<file path="src/design/bbfc_pkg.sv">
package bbfc_pkg;
   // bus geometry of the attached flash
   localparam int              BBFC_AW          = 17;
   localparam int              BBFC_DW          = 8;
   // unlock locations and command codes
   localparam logic [16:0]     BBFC_UNLK_ADDR1  = 17'h05555;
   localparam logic [16:0]     BBFC_UNLK_ADDR2  = 17'h02aaa;
   localparam logic [7:0]      BBFC_UNLK_DATA1  = 8'haa;
   localparam logic [7:0]      BBFC_UNLK_DATA2  = 8'h55;
   localparam logic [7:0]      BBFC_CODE_PROG   = 8'ha0;
   localparam logic [7:0]      BBFC_CODE_ESETUP = 8'h80;
   localparam logic [7:0]      BBFC_CODE_CERASE = 8'h10;
   localparam logic [7:0]      BBFC_CODE_SERASE = 8'h30;
   localparam logic [7:0]      BBFC_CODE_IDENT  = 8'h90;
   localparam logic [7:0]      BBFC_CODE_RESET  = 8'hf0;
   // status bit positions in a read byte
   localparam int              BBFC_POLL_BIT    = 7;
   localparam int              BBFC_TOGGLE_BIT  = 6;
   // timing in ns and derived cycle counts
   localparam int              BBFC_CLK_NS      = 5;
   localparam int              BBFC_T_WP_NS     = 45;
   localparam int              BBFC_T_WPH_NS    = 38;
   localparam int              BBFC_T_ACC_NS    = 90;
   localparam int              BBFC_T_HV_NS     = 100;
   localparam int              BBFC_SYNC_STAGES = 2;
   localparam logic [7:0]      BBFC_WP_CYC      = 8'((BBFC_T_WP_NS + BBFC_CLK_NS - 1) / BBFC_CLK_NS);
   localparam logic [7:0]      BBFC_WPH_CYC     = 8'((BBFC_T_WPH_NS + BBFC_CLK_NS - 1) / BBFC_CLK_NS);
   localparam logic [7:0]      BBFC_RD_CYC      =
      8'((BBFC_T_ACC_NS + BBFC_CLK_NS - 1) / BBFC_CLK_NS + BBFC_SYNC_STAGES);
   localparam logic [7:0]      BBFC_HV_CYC      = 8'((BBFC_T_HV_NS + BBFC_CLK_NS - 1) / BBFC_CLK_NS);

   typedef enum logic [3:0] {
      BBFC_CMD_READ, BBFC_CMD_PROG, BBFC_CMD_SERASE, BBFC_CMD_CERASE, BBFC_CMD_AUTOSEL,
      BBFC_CMD_RESET, BBFC_CMD_LOCK, BBFC_CMD_UNLOCK, BBFC_CMD_HVID
   } bbfc_cmd_t;

   typedef struct packed {
      bbfc_cmd_t   cmd;
      logic [16:0] addr;
      logic [7:0]  data;
   } bbfc_req_t;

   typedef struct packed {
      logic        ce_n;
      logic        oe_n;
      logic        we_n;
      logic [16:0] addr;
      logic [7:0]  dq;
      logic        dq_oe;
      logic        hv_a9;
      logic        hv_oe;
      logic        hv_ce;
   } bbfc_pins_t;

   localparam bbfc_pins_t      BBFC_PINS_IDLE   = '{1'b1, 1'b1, 1'b1, 17'h00000, 8'h00,
                                                   1'b0, 1'b0, 1'b0, 1'b0};
endpackage : bbfc_pkg

</file>
<file path="src/design/bbfc_host.sv">
module bbfc_host
   import bbfc_pkg::*;
#(
   parameter int unsigned POLL_LIMIT = 32'd1000000
) (
   input  wire logic              clk_sys_i,
   input  wire logic              sys_rst_i,
   input  wire logic              req_valid_i,
   input  wire bbfc_req_t         req_i,
   output logic                   req_ready_o,
   output logic                   done_o,
   output logic                   fail_o,
   output logic [7:0]             rdata_o,
   output bbfc_pins_t             pins_o,
   input  wire logic [7:0]        dq_i
);
   typedef enum {ST_IDLE, ST_WSET, ST_WLOW, ST_WHIGH, ST_RD, ST_GAP, ST_HV, ST_DONE} bbfc_st_t;

   // number of bus writes that open each command
   function automatic logic [2:0] bbfc_nwrites(input bbfc_cmd_t c);
      case (c)
         BBFC_CMD_PROG:    return 3'h4;
         BBFC_CMD_SERASE,
         BBFC_CMD_CERASE:  return 3'h6;
         BBFC_CMD_AUTOSEL: return 3'h3;
         BBFC_CMD_RESET:   return 3'h1;
         default:          return 3'h0;
      endcase
   endfunction : bbfc_nwrites

   // address and data of write number i of a command
   function automatic logic [24:0] bbfc_word(input bbfc_req_t r, input logic [2:0] i);
      case (i)
         3'h0:    return (r.cmd == BBFC_CMD_RESET) ? {r.addr, BBFC_CODE_RESET}
                                                   : {BBFC_UNLK_ADDR1, BBFC_UNLK_DATA1};
         3'h1:    return {BBFC_UNLK_ADDR2, BBFC_UNLK_DATA2};
         3'h2:    begin
            case (r.cmd)
               BBFC_CMD_PROG:    return {BBFC_UNLK_ADDR1, BBFC_CODE_PROG};
               BBFC_CMD_AUTOSEL: return {BBFC_UNLK_ADDR1, BBFC_CODE_IDENT};
               default:          return {BBFC_UNLK_ADDR1, BBFC_CODE_ESETUP};
            endcase
         end
         3'h3:    return (r.cmd == BBFC_CMD_PROG) ? {r.addr, r.data}
                                                  : {BBFC_UNLK_ADDR1, BBFC_UNLK_DATA1};
         3'h4:    return {BBFC_UNLK_ADDR2, BBFC_UNLK_DATA2};
         default: return (r.cmd == BBFC_CMD_CERASE) ? {BBFC_UNLK_ADDR1, BBFC_CODE_CERASE}
                                                    : {r.addr, BBFC_CODE_SERASE};
      endcase
   endfunction : bbfc_word

   bbfc_st_t    state_r,  state_nxt;
   bbfc_req_t   req_r,    req_nxt;
   bbfc_pins_t  pins_r,   pins_nxt;
   logic [7:0]  cnt_r,    cnt_nxt;
   logic [2:0]  step_r,   step_nxt;
   logic [7:0]  rdata_r,  rdata_nxt;
   logic        prev6_r,  prev6_nxt;
   logic        havep_r,  havep_nxt;
   logic        fail_r,   fail_nxt;
   logic [31:0] polls_r,  polls_nxt;
   logic [7:0]  dq_s1_r;
   logic [7:0]  dq_s2_r;
   logic        polling;
   logic        expect7;
   logic [24:0] word;

   // two-stage synchroniser on the data pins
   always_ff @(posedge clk_sys_i or posedge sys_rst_i) begin
      if (sys_rst_i) begin
         dq_s1_r <= 8'h00;
         dq_s2_r <= 8'h00;
      end else begin
         dq_s1_r <= dq_i;
         dq_s2_r <= dq_s1_r;
      end
   end

   assign polling = (req_r.cmd == BBFC_CMD_PROG) || (req_r.cmd == BBFC_CMD_SERASE)
                    || (req_r.cmd == BBFC_CMD_CERASE);
   // erase finishes with ones, program with the true written bit
   assign expect7 = (req_r.cmd == BBFC_CMD_PROG) ? req_r.data[BBFC_POLL_BIT] : 1'b1;
   assign word    = bbfc_word(req_r, step_r);

   // sequencer next state
   always_comb begin
      state_nxt = state_r;
      req_nxt   = req_r;
      pins_nxt  = pins_r;
      cnt_nxt   = cnt_r;
      step_nxt  = step_r;
      rdata_nxt = rdata_r;
      prev6_nxt = prev6_r;
      havep_nxt = havep_r;
      fail_nxt  = fail_r;
      polls_nxt = polls_r;
      case (state_r)
         ST_IDLE: begin
            if (req_valid_i) begin
               req_nxt   = req_i;
               step_nxt  = 3'h0;
               havep_nxt = 1'b0;
               fail_nxt  = 1'b0;
               polls_nxt = 32'h0;
               if (bbfc_nwrites(req_i.cmd) != 3'h0) begin
                  state_nxt = ST_WSET;
               end else if (req_i.cmd == BBFC_CMD_READ) begin
                  state_nxt = ST_RD;
                  cnt_nxt   = BBFC_RD_CYC;
               end else begin
                  state_nxt = ST_HV;
                  cnt_nxt   = BBFC_HV_CYC;
               end
            end
         end
         ST_WSET: begin
            // address settles with CE low and WE still high
            pins_nxt       = BBFC_PINS_IDLE;
            pins_nxt.ce_n  = 1'b0;
            pins_nxt.addr  = word[24:8];
            pins_nxt.dq    = word[7:0];
            pins_nxt.dq_oe = 1'b1;
            state_nxt      = ST_WLOW;
            // one extra count: we_n only falls a cycle after the load
            cnt_nxt        = BBFC_WP_CYC + 8'h01;
         end
         ST_WLOW: begin
            pins_nxt.we_n = 1'b0;
            cnt_nxt       = cnt_r - 8'h01;
            if (cnt_r == 8'h01) begin
               pins_nxt.we_n = 1'b1;
               state_nxt     = ST_WHIGH;
               cnt_nxt       = BBFC_WPH_CYC;
            end
         end
         ST_WHIGH: begin
            pins_nxt = BBFC_PINS_IDLE;
            cnt_nxt  = cnt_r - 8'h01;
            if (cnt_r == 8'h01) begin
               step_nxt = step_r + 3'h1;
               if (step_r + 3'h1 < bbfc_nwrites(req_r.cmd)) begin
                  state_nxt = ST_WSET;
               end else if (req_r.cmd == BBFC_CMD_RESET) begin
                  state_nxt = ST_DONE;
               end else begin
                  state_nxt = ST_RD;
                  cnt_nxt   = BBFC_RD_CYC;
               end
            end
         end
         ST_RD: begin
            pins_nxt.ce_n  = 1'b0;
            pins_nxt.oe_n  = 1'b0;
            pins_nxt.we_n  = 1'b1;
            pins_nxt.dq_oe = 1'b0;
            pins_nxt.addr  = req_r.addr;
            cnt_nxt        = cnt_r - 8'h01;
            if (cnt_r == 8'h01) begin
               rdata_nxt = dq_s2_r;
               prev6_nxt = dq_s2_r[BBFC_TOGGLE_BIT];
               havep_nxt = 1'b1;
               pins_nxt.ce_n = 1'b1;
               pins_nxt.oe_n = 1'b1;
               // finished once bit 7 is true and bit 6 stopped toggling
               if (polling && !(dq_s2_r[BBFC_POLL_BIT] == expect7 && havep_r
                                && dq_s2_r[BBFC_TOGGLE_BIT] == prev6_r)) begin
                  polls_nxt = polls_r + 32'h1;
                  if (polls_r + 32'h1 >= POLL_LIMIT) begin
                     fail_nxt  = 1'b1;
                     state_nxt = ST_DONE;
                  end else begin
                     state_nxt = ST_GAP;
                     cnt_nxt   = BBFC_WPH_CYC;
                  end
               end else begin
                  state_nxt = ST_DONE;
               end
            end
         end
         ST_GAP: begin
            // OE high between polls so each read is a new access
            cnt_nxt = cnt_r - 8'h01;
            if (cnt_r == 8'h01) begin
               state_nxt = ST_RD;
               cnt_nxt   = BBFC_RD_CYC;
            end
         end
         ST_HV: begin
            pins_nxt       = BBFC_PINS_IDLE;
            pins_nxt.addr  = req_r.addr;
            pins_nxt.hv_a9 = 1'b1;
            if (req_r.cmd == BBFC_CMD_HVID) begin
               state_nxt = ST_RD;
               cnt_nxt   = BBFC_RD_CYC;
            end else begin
               pins_nxt.we_n  = 1'b0;
               pins_nxt.hv_oe = 1'b1;
               pins_nxt.hv_ce = (req_r.cmd == BBFC_CMD_UNLOCK);
               pins_nxt.ce_n  = (req_r.cmd == BBFC_CMD_UNLOCK);
               cnt_nxt        = cnt_r - 8'h01;
               if (cnt_r == 8'h01) begin
                  state_nxt = ST_DONE;
               end
            end
         end
         ST_DONE: begin
            pins_nxt  = BBFC_PINS_IDLE;
            state_nxt = ST_IDLE;
         end
         default: begin
            state_nxt = ST_IDLE;
            pins_nxt  = BBFC_PINS_IDLE;
         end
      endcase
   end

   // sequencer registers
   always_ff @(posedge clk_sys_i or posedge sys_rst_i) begin
      if (sys_rst_i) begin
         state_r <= ST_IDLE;
         req_r   <= '{BBFC_CMD_READ, 17'h00000, 8'h00};
         pins_r  <= BBFC_PINS_IDLE;
         cnt_r   <= 8'h00;
         step_r  <= 3'h0;
         rdata_r <= 8'h00;
         prev6_r <= 1'b0;
         havep_r <= 1'b0;
         fail_r  <= 1'b0;
         polls_r <= 32'h0;
      end else begin
         state_r <= state_nxt;
         req_r   <= req_nxt;
         pins_r  <= pins_nxt;
         cnt_r   <= cnt_nxt;
         step_r  <= step_nxt;
         rdata_r <= rdata_nxt;
         prev6_r <= prev6_nxt;
         havep_r <= havep_nxt;
         fail_r  <= fail_nxt;
         polls_r <= polls_nxt;
      end
   end

   assign req_ready_o = (state_r == ST_IDLE);
   assign done_o      = (state_r == ST_DONE);
   assign fail_o      = fail_r;
   assign rdata_o     = rdata_r;
   assign pins_o      = pins_r;
endmodule : bbfc_host

</file>
<file path="config.mk">
export PLATFORM = sky130hd
export DESIGN_NAME = bbfc_host
export DESIGN_NICKNAME = d
export VERILOG_FILES = /design/src/design/bbfc_pkg.sv /design/src/design/bbfc_host.sv
export SDC_FILE = /design/constraint.sdc
export NUM_CORES = 1
export LEC_CHECK = 0
export BUFFER_PORTS_ARGS = -buffer_cell sky130_fd_sc_hd__buf_2
export CORE_MARGIN = 5
export CORE_UTILIZATION = 35
export DETAILED_ROUTE_END_ITERATION = 7
export SLEW_MARGIN = 5
export SYNTH_ARGS = -nofsm -noshare
export SYNTH_HDL_FRONTEND = slang
export SYNTH_SLANG_ARGS = --single-unit
</file>
<file path="constraint.sdc">
create_clock -name clk_sys_i -period 3.4 [get_ports clk_sys_i]
set_input_delay 0.17 -clock clk_sys_i [delete_from_list [all_inputs] [get_ports clk_sys_i]]
set_output_delay 0.17 -clock clk_sys_i [all_outputs]
set_load 0.005 [all_outputs]
</file>
==> results of run 1 <==
## state kept, by name, summed over array words and instances, names as in the netlist
signal	flops
havep_r	1
dq_s2_r	8
rdata_o	8
step_r	3
state_r	3
polls_r	32
req_r	29
pins_o	32
cnt_r	8
dq_s1_r	8
fail_o	1
## power by group
group          switching (uW)  internal, uW  leakage (uW)
logic                    49.3          50.7       0.00212
clock network             693          1170      0.000291
registers                3.14          1590       0.00163
total                     746          2820       0.00404
## cells in the mapped netlist, types with 3 or more instances
cell type	n	share of area
nor4b_1	3	0.0038
nand2b_1	4	0.0036
a211oi_1	4	0.0043
nor3_2	4	0.0058
xor2_1	8	0.010
and2_1	8	0.0072
o21ai_0	70	0.050
dfrtp_1	130	0.47
o31ai_1	19	0.021
o21ai_1	3	0.0022
nand3_1	19	0.014
clkbuf_1	43	0.023
nor3b_1	4	0.0043
o211ai_1	7	0.0076
nand3b_1	4	0.0043
buf_1	4	0.0022
o41ai_1	6	0.0076
inv_1	22	0.012
nor2_1	45	0.024
and4_1	3	0.0038
mux2i_1	5	0.0072
mux2_2	9	0.015
nor4_1	4	0.0036
nand4_1	19	0.017
ha_1	10	0.018
nor3_1	12	0.0086
dfstp_2	3	0.011
a221o_1	8	0.012
a21oi_1	33	0.024
o2111ai_1	4	0.0050
a31oi_1	13	0.012
nand2_1	171	0.092
xnor2_1	10	0.013
a311oi_1	3	0.0038
or3_1	9	0.0081
a21o_1	8	0.0086
a22o_1	5	0.0063
## cell families (layout without fill, tap and decap cells)
| kind of cell | after synthesis | in the layout | synth area share |
|---|---|---|---|
| simple gates | 328 | 328 | 0.2292 |
| compound gates | 200 | 200 | 0.1845 |
| flops | 133 | 133 | 0.4798 |
| buf+inv | 73 | 203 | 0.04162 |
| xor+xnor | 19 | 19 | 0.02505 |
| mux | 14 | 14 | 0.02180 |
| fa+ha+maj | 10 | 10 | 0.01802 |
## metrics by stage
stage	power [uW]	worst slack [ns]
3_3_place_gp	1694	0.2444
6_report	3563	0.1703
5_1_grt	3685	0.1078
4_1_cts	3606	0.1937
2_1_floorplan	1651	0.2264
3_5_place_dp	1694	0.1983
## metal layers
layer | GRT usage | vias up | share of wire
met5 | 0 | - | 0
met4 | 0.03400 | 0 | 0.011
met3 | 0.04069 | 19 | 0.050
met2 | 0.2632 | 151 | 0.47
met1 | 0.2346 | 2993 | 0.47
li1 | - | 3015 | -
## worst max-delay path, cell delays in order, from the launching register on
cell      delay (ns)
dfrtp_1         0.45
clkinv_1        0.18
or4_1           0.61
or4_4           0.60
xnor2_2         0.15
a211o_2         0.33
nor4b_4         0.35
and4_4          0.33
a31oi_1         0.09
## layout make-up
cell class | count | share of cell area
clock buffers | 20 | 0.05137
inverters | 23 | 0.01036
well taps | 265 | 0.03813
flip-flops and latches | 133 | 0.3832
multi-input cells | 571 | 0.3822
clock inverters | 11 | 0.01741
repair buffers | 149 | 0.1174
## worst max path at each step
| stage | to | cells past startpoint | start |
|---|---|---|---|
| after floorplan | cnt_r[6]$_DFFE_PP0P_ | 11 | polls_r[7]$_DFFE_PP0P_ |
| after global placement | cnt_r[6]$_DFFE_PP0P_ | 8 | polls_r[6]$_DFFE_PP0P_ |
| after detailed placement | cnt_r[6]$_DFFE_PP0P_ | 8 | polls_r[6]$_DFFE_PP0P_ |
| after CTS | cnt_r[6]$_DFFE_PP0P_ | 8 | polls_r[6]$_DFFE_PP0P_ |
| after global routing | cnt_r[6]$_DFFE_PP0P_ | 8 | polls_r[6]$_DFFE_PP0P_ |
| final | cnt_r[6]$_DFFE_PP0P_ | 8 | polls_r[6]$_DFFE_PP0P_ |
==> impl_metrics.ini, run 1 <==
[run_status]
outcome = finished, final reports clean

[sta]
worst_hold_slack_ns = 0.3341
finalHoldViolCount = 0
fmax_mhz = 309.6
fin_worst_skew_ns = 0.007025
setup-tns-final_ns = 0
rsz0062_at_grt = false
finalSetupViolations = 0
worst_slew_pin_slew_ns = 0.8468
finalCriticalPeriod_ns = 3.230
slew_viol_final = 0
post-route-period-util = 0.9499
maxSlewHeadroom = 0.4343

[pwr]
p_leak_uw = 0.004041
irDropWorstVdd_mv = 0.3008
power_density_nw_per_um2 = 409.7

[drt]
avgViaCountPerCell = 5.271
drt_iter0_drc = 380
antenna_left = 0
routedWlPerCell_um = 15.89
post-route-drc-count = 0
vias = 6178
routed_wl_um = 18620
drt_pre_antenna_iters = 6

[final_layout]
area_delta_synth_final_pct = 25.23
register_area_sq_um = 3332
instances_no_fill = 1172
final_cell_mix = nand2_1, dfrtp_1, buf_2
multi_input_area_sq_um = 3323
fillers = 1915
final_util = 0.4453
final_common_cell = nand2_1
final_nets = 945
diodes = 0
design_area_sq_um = 8696
drive_above_1_share = 0.1863

[hold_path]
min_path_type = primary input to flip-flop
hold_start = req_valid_i
min_to = state_r[0]$_DFFE_PP0P_
hold_depth = 4

[worst_setup_path]
worstPathRequired_ns = 3.69
r2r_end = cnt_r[6]$_DFFE_PP0P_
cp_max_fo = 7
rr_worst_depth = 8
startpoint_type = flip-flop
reg2reg_slack_ns = 0.17
cp.arrival_ns = 3.52
r2r-start = polls_r[6]$_DFFE_PP0P_
endpoint_kind = flip-flop
critPathKind = flip-flop to flip-flop

[global_route]
grt_max_degree = 45
grt_pass1_vias = 5859
overflow = 0
grt_first_pass_wirelength_um = 30410
grt.total_usage = 0.1667
antenna_found_initial = 0

[synthesis]
synth_ff_type = dfrtp_1
syn-cell-area_sq_um = 6944
synth_fp_nets = 827
ys_seq_area_frac = 0.4798
ys_async_sr_fraction = 1.000
synth_cells = 777
synth.avg_cell_area_sq_um = 8.937
synth-seq-cells = 133
synth_edf_count = 0
synth.distinct_cells = 68
yosysWarnings = 0

[die]
die-area_sq_um = 22760
die_h_um = 150.9
core.rowCount = 51
die_x_um = 150.9
num_io_pins = 83
start_util = 0.3556
core_sq_um = 19530

[placed_design]
dp_hpwl_um = 12960
dp.cells = 1103
globalplace.congestion = 0.8973
placed_area_sq_um = 7717
io_buffer_count = 82

[cts]
cts_setup_buffers = 0
cts_buffers = 17
cts-root-buf = clkbuf_16
h-tree-depth = 4
clock_latency_ns = 0.42
cts_resized = 0
cts_tree = done
clk_path_buf_depth = 2
path_clk_slew_ns = 0.06
clock_sinks = 133
cts-hold-fix-buffers = 38

[job]
maxCapViolations = 0
Power figures use the tool's default switching activity.
==> inputs of run 2 (changes only) <==
--- a/config.mk
+++ b/config.mk
@@ -9,6 +9,7 @@
 export CORE_MARGIN = 5
 export CORE_UTILIZATION = 35
 export DETAILED_ROUTE_END_ITERATION = 7
+export PLACE_DENSITY_LB_ADDON = 0.05
 export SLEW_MARGIN = 5
 export SYNTH_ARGS = -nofsm -noshare
 export SYNTH_HDL_FRONTEND = slang
==> impl_metrics.ini, run 2 (synthesized netlist as in run 1, its figures left out) <==
[die]
die_h_um = 150.9
num_io_pins = 83
die_x_um = 150.9
die-area_sq_um = 22760
core_sq_um = 19530
core.rowCount = 51
start_util = 0.3556

[worst_setup_path]
path_cells = nand4_4 > or4_1 > or4_4 > xnor2_2 > a211o_2 > nor4b_4 > and4_4 > a31oi_1
r2r_end = cnt_r[7]$_DFFE_PP0P_
reg2reg_slack_ns = 0.22
endpoint_kind = flip-flop
rr_worst_depth = 8
cp_max_fo = 10
worstPathRequired_ns = 3.70
r2r-start = polls_r[2]$_DFFE_PP0P_
critPathKind = flip-flop to flip-flop
critPathMaxStageDelay_ns = 0.60
startpoint_type = flip-flop
cp.arrival_ns = 3.48
worstSetupEndpoint = cnt_r[7]$_DFFE_PP0P_
crit_start = polls_r[2]$_DFFE_PP0P_
slowest_stage = or4_4

[final_layout]
final_util = 0.4466
final_common_cell = nand2_1
diodes = 0
final_cell_mix = nand2_1, dfrtp_1, buf_2
area_delta_synth_final_pct = 25.57
fillers = 1961
final_nets = 942
drive_above_1_share = 0.1867

[global_route]
grt_first_pass_wirelength_um = 32570
grt_pass1_vias = 6231
gr-max-usage-layer = met2
met1_usage = 0.2446
grt_max_degree = 55
grtUsageMet2 = 0.2952
antenna_found_initial = 0
grt.total_usage = 0.1813
overflow = 0
globalRouteMet3Util = 0.03920

[cts]
h-tree-depth = 4
clk_path_buf_depth = 2
cts-root-buf = clkbuf_16
cts_buffers = 17
cts_resized = 0
path_clk_slew_ns = 0.07
clock_latency_ns = 0.42
cts_tree = done
clock_sinks = 133

[pwr]
p_leak_uw = 0.004051
combinationalPowerShare = 0.028
switching_share = 0.2412
power_density_nw_per_um2 = 419.3
p_seq_frac = 0.436
p_switching_uw = 881.8
irDropWorstVdd_mv = 0.2969
intPower_uw = 2775
p_clk_frac = 0.536

[drt]
vias = 6194
routed_wl_um = 19580
drt_iter0_drc = 323
post-route-drc-count = 0
avgViaCountPerCell = 5.294
drt_pre_antenna_iters = 5
antenna_left = 0
routedWlPerCell_um = 16.74

[sta]
finalCriticalPeriod_ns = 3.177
fmax_mhz = 314.8
worst_slew_pin_slew_ns = 0.9756
finalHoldViolCount = 0
setup-tns-final_ns = 0
rsz0062_at_grt = false
slew_viol_final = 0
finalSetupViolations = 0
maxSlewHeadroom = 0.3482
fin_worst_skew_ns = 0.01099
post-route-period-util = 0.9343

[hold_path]
min_path_type = primary input to flip-flop

[run_status]
outcome = finished, final reports clean

[job]
maxCapViolations = 0

[placed_design]
io_buffer_count = 82
dp_hpwl_um = 13660
globalplace.congestion = 0.8040
==> run 2: changes by cell type in the layout (fill, tap and decap cells not counted) <==
cell        before  now
clkinv_2         2    0
buf_12           1    2
inv_6            2    5
inv_8            0    4
bufinv_16        3    2
clkinv_4         3    1
clkbuf_8         1    0
buf_4           28   24
clkbuf_1         2    0
clkinvlp_4       2    1
clkinv_8         0    3
==> run 2: area by class of cell <==
type | instances | area, sq um | share of cell area
Sequential cell | 133 | 3332 | 0.3821
Multi-Input combinational cell | 571 | 3323 | 0.3811
Timing Repair Buffer | 146 | 1011 | 0.1159
Clock buffer | 17 | 425.4 | 0.04879
Tap cell | 265 | 331.6 | 0.03803
Clock inverter | 15 | 206.4 | 0.02368
Inverter | 23 | 90.09 | 0.01033
==> run 2: worst min-delay path by stage <==
stage	startpoint	to	slack (ns)	cells after the start
floorplan	dq_i[0]	dq_s1_r[0]$_DFF_PP0_	0.20	0
global placement	dq_i[5]	dq_s1_r[5]$_DFF_PP0_	0.28	1
detailed placement	dq_i[4]	dq_s1_r[4]$_DFF_PP0_	0.28	1
CTS	req_valid_i	state_r[0]$_DFFE_PP0P_	0.28	4
global route	req_valid_i	state_r[0]$_DFFE_PP0P_	0.36	4
finish	req_valid_i	state_r[0]$_DFFE_PP0P_	0.31	4
==> run 2: repair_timing <==
action / CTS / global route
buffers inserted: 0 / 0
endpoints found under the hold margin: 75 / 0
hold buffers: 38 / 0
==> run 2: critical path, delay by kind of cell, from the launching register on <==
kind	cells	cell delay, ns
compound gates	2	0.43
xor+xnor	1	0.15
flops	1	0.48
simple gates	5	2.01
==> run 2: stage by stage <==
step	hold WS (ns)	cells	setup slack, ns	instance area [sq um]	power [uW]
after floorplan	0.2014	777	0.2264	6948	1651
after CTS	0.2799	1170	0.2058	8720	3718
after global routing	0.3574	1170	0.07355	8720	3796
after detailed placement	0.2797	1100	0.2160	7707	1697
final	0.3073	1170	0.2234	8720	3656
after global placement	0.2790	1100	0.2666	7707	1695
==> run 2: power groups by stage <==
stage | registers, uW | logic [uW] | clock network [uW]
after global routing | 1590 | 116 | 2090
after CTS | 1590 | 106 | 2020
after global placement | 1620 | 70.7 | 0
after detailed placement | 1620 | 72.0 | 0
final | 1590 | 102 | 1960
after floorplan | 1620 | 27.3 | 0
==> run 2: layer usage <==
| metal | share of wire | vias to the layer above |
|---|---|---|
| met4 | 0.0096 | 0 |
| li1 | - | 3004 |
| met2 | 0.49 | 149 |
| met5 | 0 | - |
| met3 | 0.043 | 10 |
| met1 | 0.46 | 3031 |
==> inputs of run 3 (changes only) <==
--- a/config.mk
+++ b/config.mk
@@ -5,6 +5,7 @@
 export SDC_FILE = /design/constraint.sdc
 export NUM_CORES = 1
 export LEC_CHECK = 0
+export ABC_AREA = 1
 export BUFFER_PORTS_ARGS = -buffer_cell sky130_fd_sc_hd__buf_2
 export CORE_MARGIN = 5
 export CORE_UTILIZATION = 35
==> impl_metrics.ini, run 3 <==
[sta]
finalCriticalPeriod_ns = 2.723
rsz0062_at_grt = false
fmax_mhz = 367.3
maxSlewHeadroom = 0.5438
worst_slew_pin_slew_ns = 0.6835
post-route-period-util = 0.8008
slew_viol_final = 0
fin_worst_skew_ns = 0.01026
finalSetupViolations = 0
setup-tns-final_ns = 0
finalHoldViolCount = 0

[synthesis]
ys_async_sr_fraction = 1.000
synth_edf_count = 0
synth_fp_nets = 941
synth.avg_cell_area_sq_um = 7.802
yosysWarnings = 0
synth-seq-cells = 133
yosys.area.top_type = dfrtp_1
syn-cell-area_sq_um = 6952
synth_cells = 891
ys_seq_area_frac = 0.4793
netlist_top_cells_count = nand2_1, dfrtp_1, inv_1, nor2_1, o21ai_0
synth.most_common_cell = nand2_1
synth_ff_type = dfrtp_1
synth_compound_area_frac = 0.1172
synth_top_family_by_area = simple AND/OR/NAND/NOR gates
synth_xor_area_frac = 0.02772
synth_adder_area_share = 0.01800
yosys.area_share.simple = 0.2774
synth.distinct_cells = 44
synth_top_cells_by_area = dfrtp_1, nand2_1, inv_1
synth_top_area_share = 0.4680
muxShareOfSynthArea = 0.001440

[die]
die_h_um = 150.9
die_x_um = 150.9
num_io_pins = 83
core.rowCount = 51
start_util = 0.3560
die-area_sq_um = 22780
core_sq_um = 19530

[hold_path]
min_path_type = primary input to flip-flop

[final_layout]
fillers = 1972
final_common_cell = nand2_1
diodes = 0
register_area_sq_um = 3332
drive_above_1_share = 0.1556
area_delta_synth_final_pct = 24.46
multi_input_area_sq_um = 3070
final_cell_mix = nand2_1, dfrtp_1, inv_1
final_nets = 1065

[cts]
clk_path_buf_depth = 2
clock_latency_ns = 0.43
cts_tree = done
cts_buffers = 17
h-tree-depth = 4
cts-root-buf = clkbuf_16
path_clk_slew_ns = 0.07
cts_setup_buffers = 0
clock_sinks = 133

[drt]
antenna_left = 0
routedWlPerCell_um = 14.38
routed_wl_um = 18590
avgViaCountPerCell = 4.614
post-route-drc-count = 0
vias = 5966
drt_pre_antenna_iters = 5
drt_iter0_drc = 301

[global_route]
grt_max_degree = 80
antenna_found_initial = 0
grt_pass1_vias = 6086
overflow = 0
grt.total_usage = 0.1767
grt_first_pass_wirelength_um = 31510

[job]
maxCapViolations = 0

[worst_setup_path]
critPathKind = flip-flop to flip-flop
startpoint_type = flip-flop
endpoint_kind = flip-flop
cp_max_fo = 7
worstPathRequired_ns = 3.72
slowest_stage = a21oi_1
cp.arrival_ns = 3.04
critPathMaxStageDelay_ns = 0.49
crit_path_frequent_cell = nor2_1
path_cells = inv_1 > ha_1 > nand2_1 > inv_1 > nor2_1 > nand2_1 > nor2_1 > nor2_1 > nor2_1 > inv_1 > a21oi_1 > o21ai_0 > o21a_1

[placed_design]
io_buffer_count = 82
globalplace.congestion = 0.8375
dp_hpwl_um = 13560

[pwr]
power_density_nw_per_um2 = 882.2
p_seq_frac = 0.340
p_leak_uw = 0.004219
power_uw = 7633
switching_share = 0.4286
irDropWorstVdd_mv = 0.4269
p_clk_frac = 0.249
combinationalPowerShare = 0.411
p_switching_uw = 3271
intPower_uw = 4361

[run_status]
outcome = finished, final reports clean
## run 3: cell count changes after synthesis, sizes merged, moves of 11 or more
cell    delta
a31oi     -11
clkbuf    -30
inv       +96
nand2     +97
nand3     +34
nor2      +54
o22ai     +11
o31ai     -13
## run 3: repair_timing
action,4_1_cts,5_1_grt
gates resized for setup,0,0
hold buffers,35,0
hold endpoints to repair,60,0
## run 3: layer usage
layer,global-route usage,vias to the layer above,wire (um)
li1,-,3105,-
met1,0.2486,2735,9336
met2,0.2757,110,8291
met3,0.04339,16,769
met4,0.04216,0,197
met5,0,-,0
## run 3: path summary, 6_finish.rpt
check / startpoint / end / slack (ns) / cells after the start
worst min register to register: dq_s1_r[5]$_DFF_PP0_ / dq_s2_r[5]$_DFF_PP0_ / 0.35 / 0
worst min-delay path: req_i[26] / req_r[26]$_DFFE_PP0P_ / 0.03 / 3
worst max-delay path: step_r[0]$_DFFE_PP0P_ / pins_o[17]$_DFFE_PP0N_ / 0.68 / 13
min in group asynchronous: sys_rst_i / pins_o[19]$_DFFE_PP0N_ / 0.39 / 3
max in group asynchronous: sys_rst_i / pins_o[31]$_DFFE_PP1N_ / 2.15 / 4
worst max register to register: step_r[0]$_DFFE_PP0P_ / pins_o[17]$_DFFE_PP0N_ / 0.68 / 13
## run 3: power by group through the flow
stage	logic [uW]	clock network [uW]	registers (uW)
after floorplan	2240	0	2520
after global placement	3120	0	2630
after detailed placement	3130	0	2620
after CTS	3170	1950	2610
after global routing	3600	2020	2690
final	3140	1900	2600
## run 3: through the flow
stage | hold slack (ns) | setup WS (ns) | util | area [sq um] | std cells
after global routing | 0.02841 | 0.3981 | 0.4431 | 8652 | 1293
after floorplan | 0.2014 | 1.174 | - | 6955 | 891
after CTS | 0.01411 | 0.7008 | 0.4431 | 8652 | 1293
after global placement | 0.2776 | 0.7452 | 0.3939 | 7691 | 1226
after detailed placement | 0.2793 | 0.7213 | 0.3939 | 7691 | 1226
final | 0.02809 | 0.6771 | 0.4431 | 8652 | 1293
## run 3: critical path, delay by kind of cell, from the launching register on
family	cells	cell delay, ns
simple gates	6	0.92
compound gates	3	0.78
flops	1	0.41
buf+inv	3	0.26
fa+ha+maj	1	0.22
## run 3: area by class of cell
class / count / share of cell area
Clock inverter: 15 / 0.02140
Tap cell: 265 / 0.03832
Timing Repair Buffer: 127 / 0.09949
Clock buffer: 17 / 0.04917
Sequential cell: 133 / 0.3851
Inverter: 118 / 0.05163
Multi-Input combinational cell: 618 / 0.3549
## run 3: logic make-up (layout without fill, tap and decap cells)
family,Yosys count,count (layout)
AO/OA/AOI/OAI,139,139
XOR/XNOR,22,22
adder cells (fa/ha/maj),10,10
buffers and inverters,140,277
flip-flops,133,133
multiplexers,1,1
AND/OR/NAND/NOR,446,446
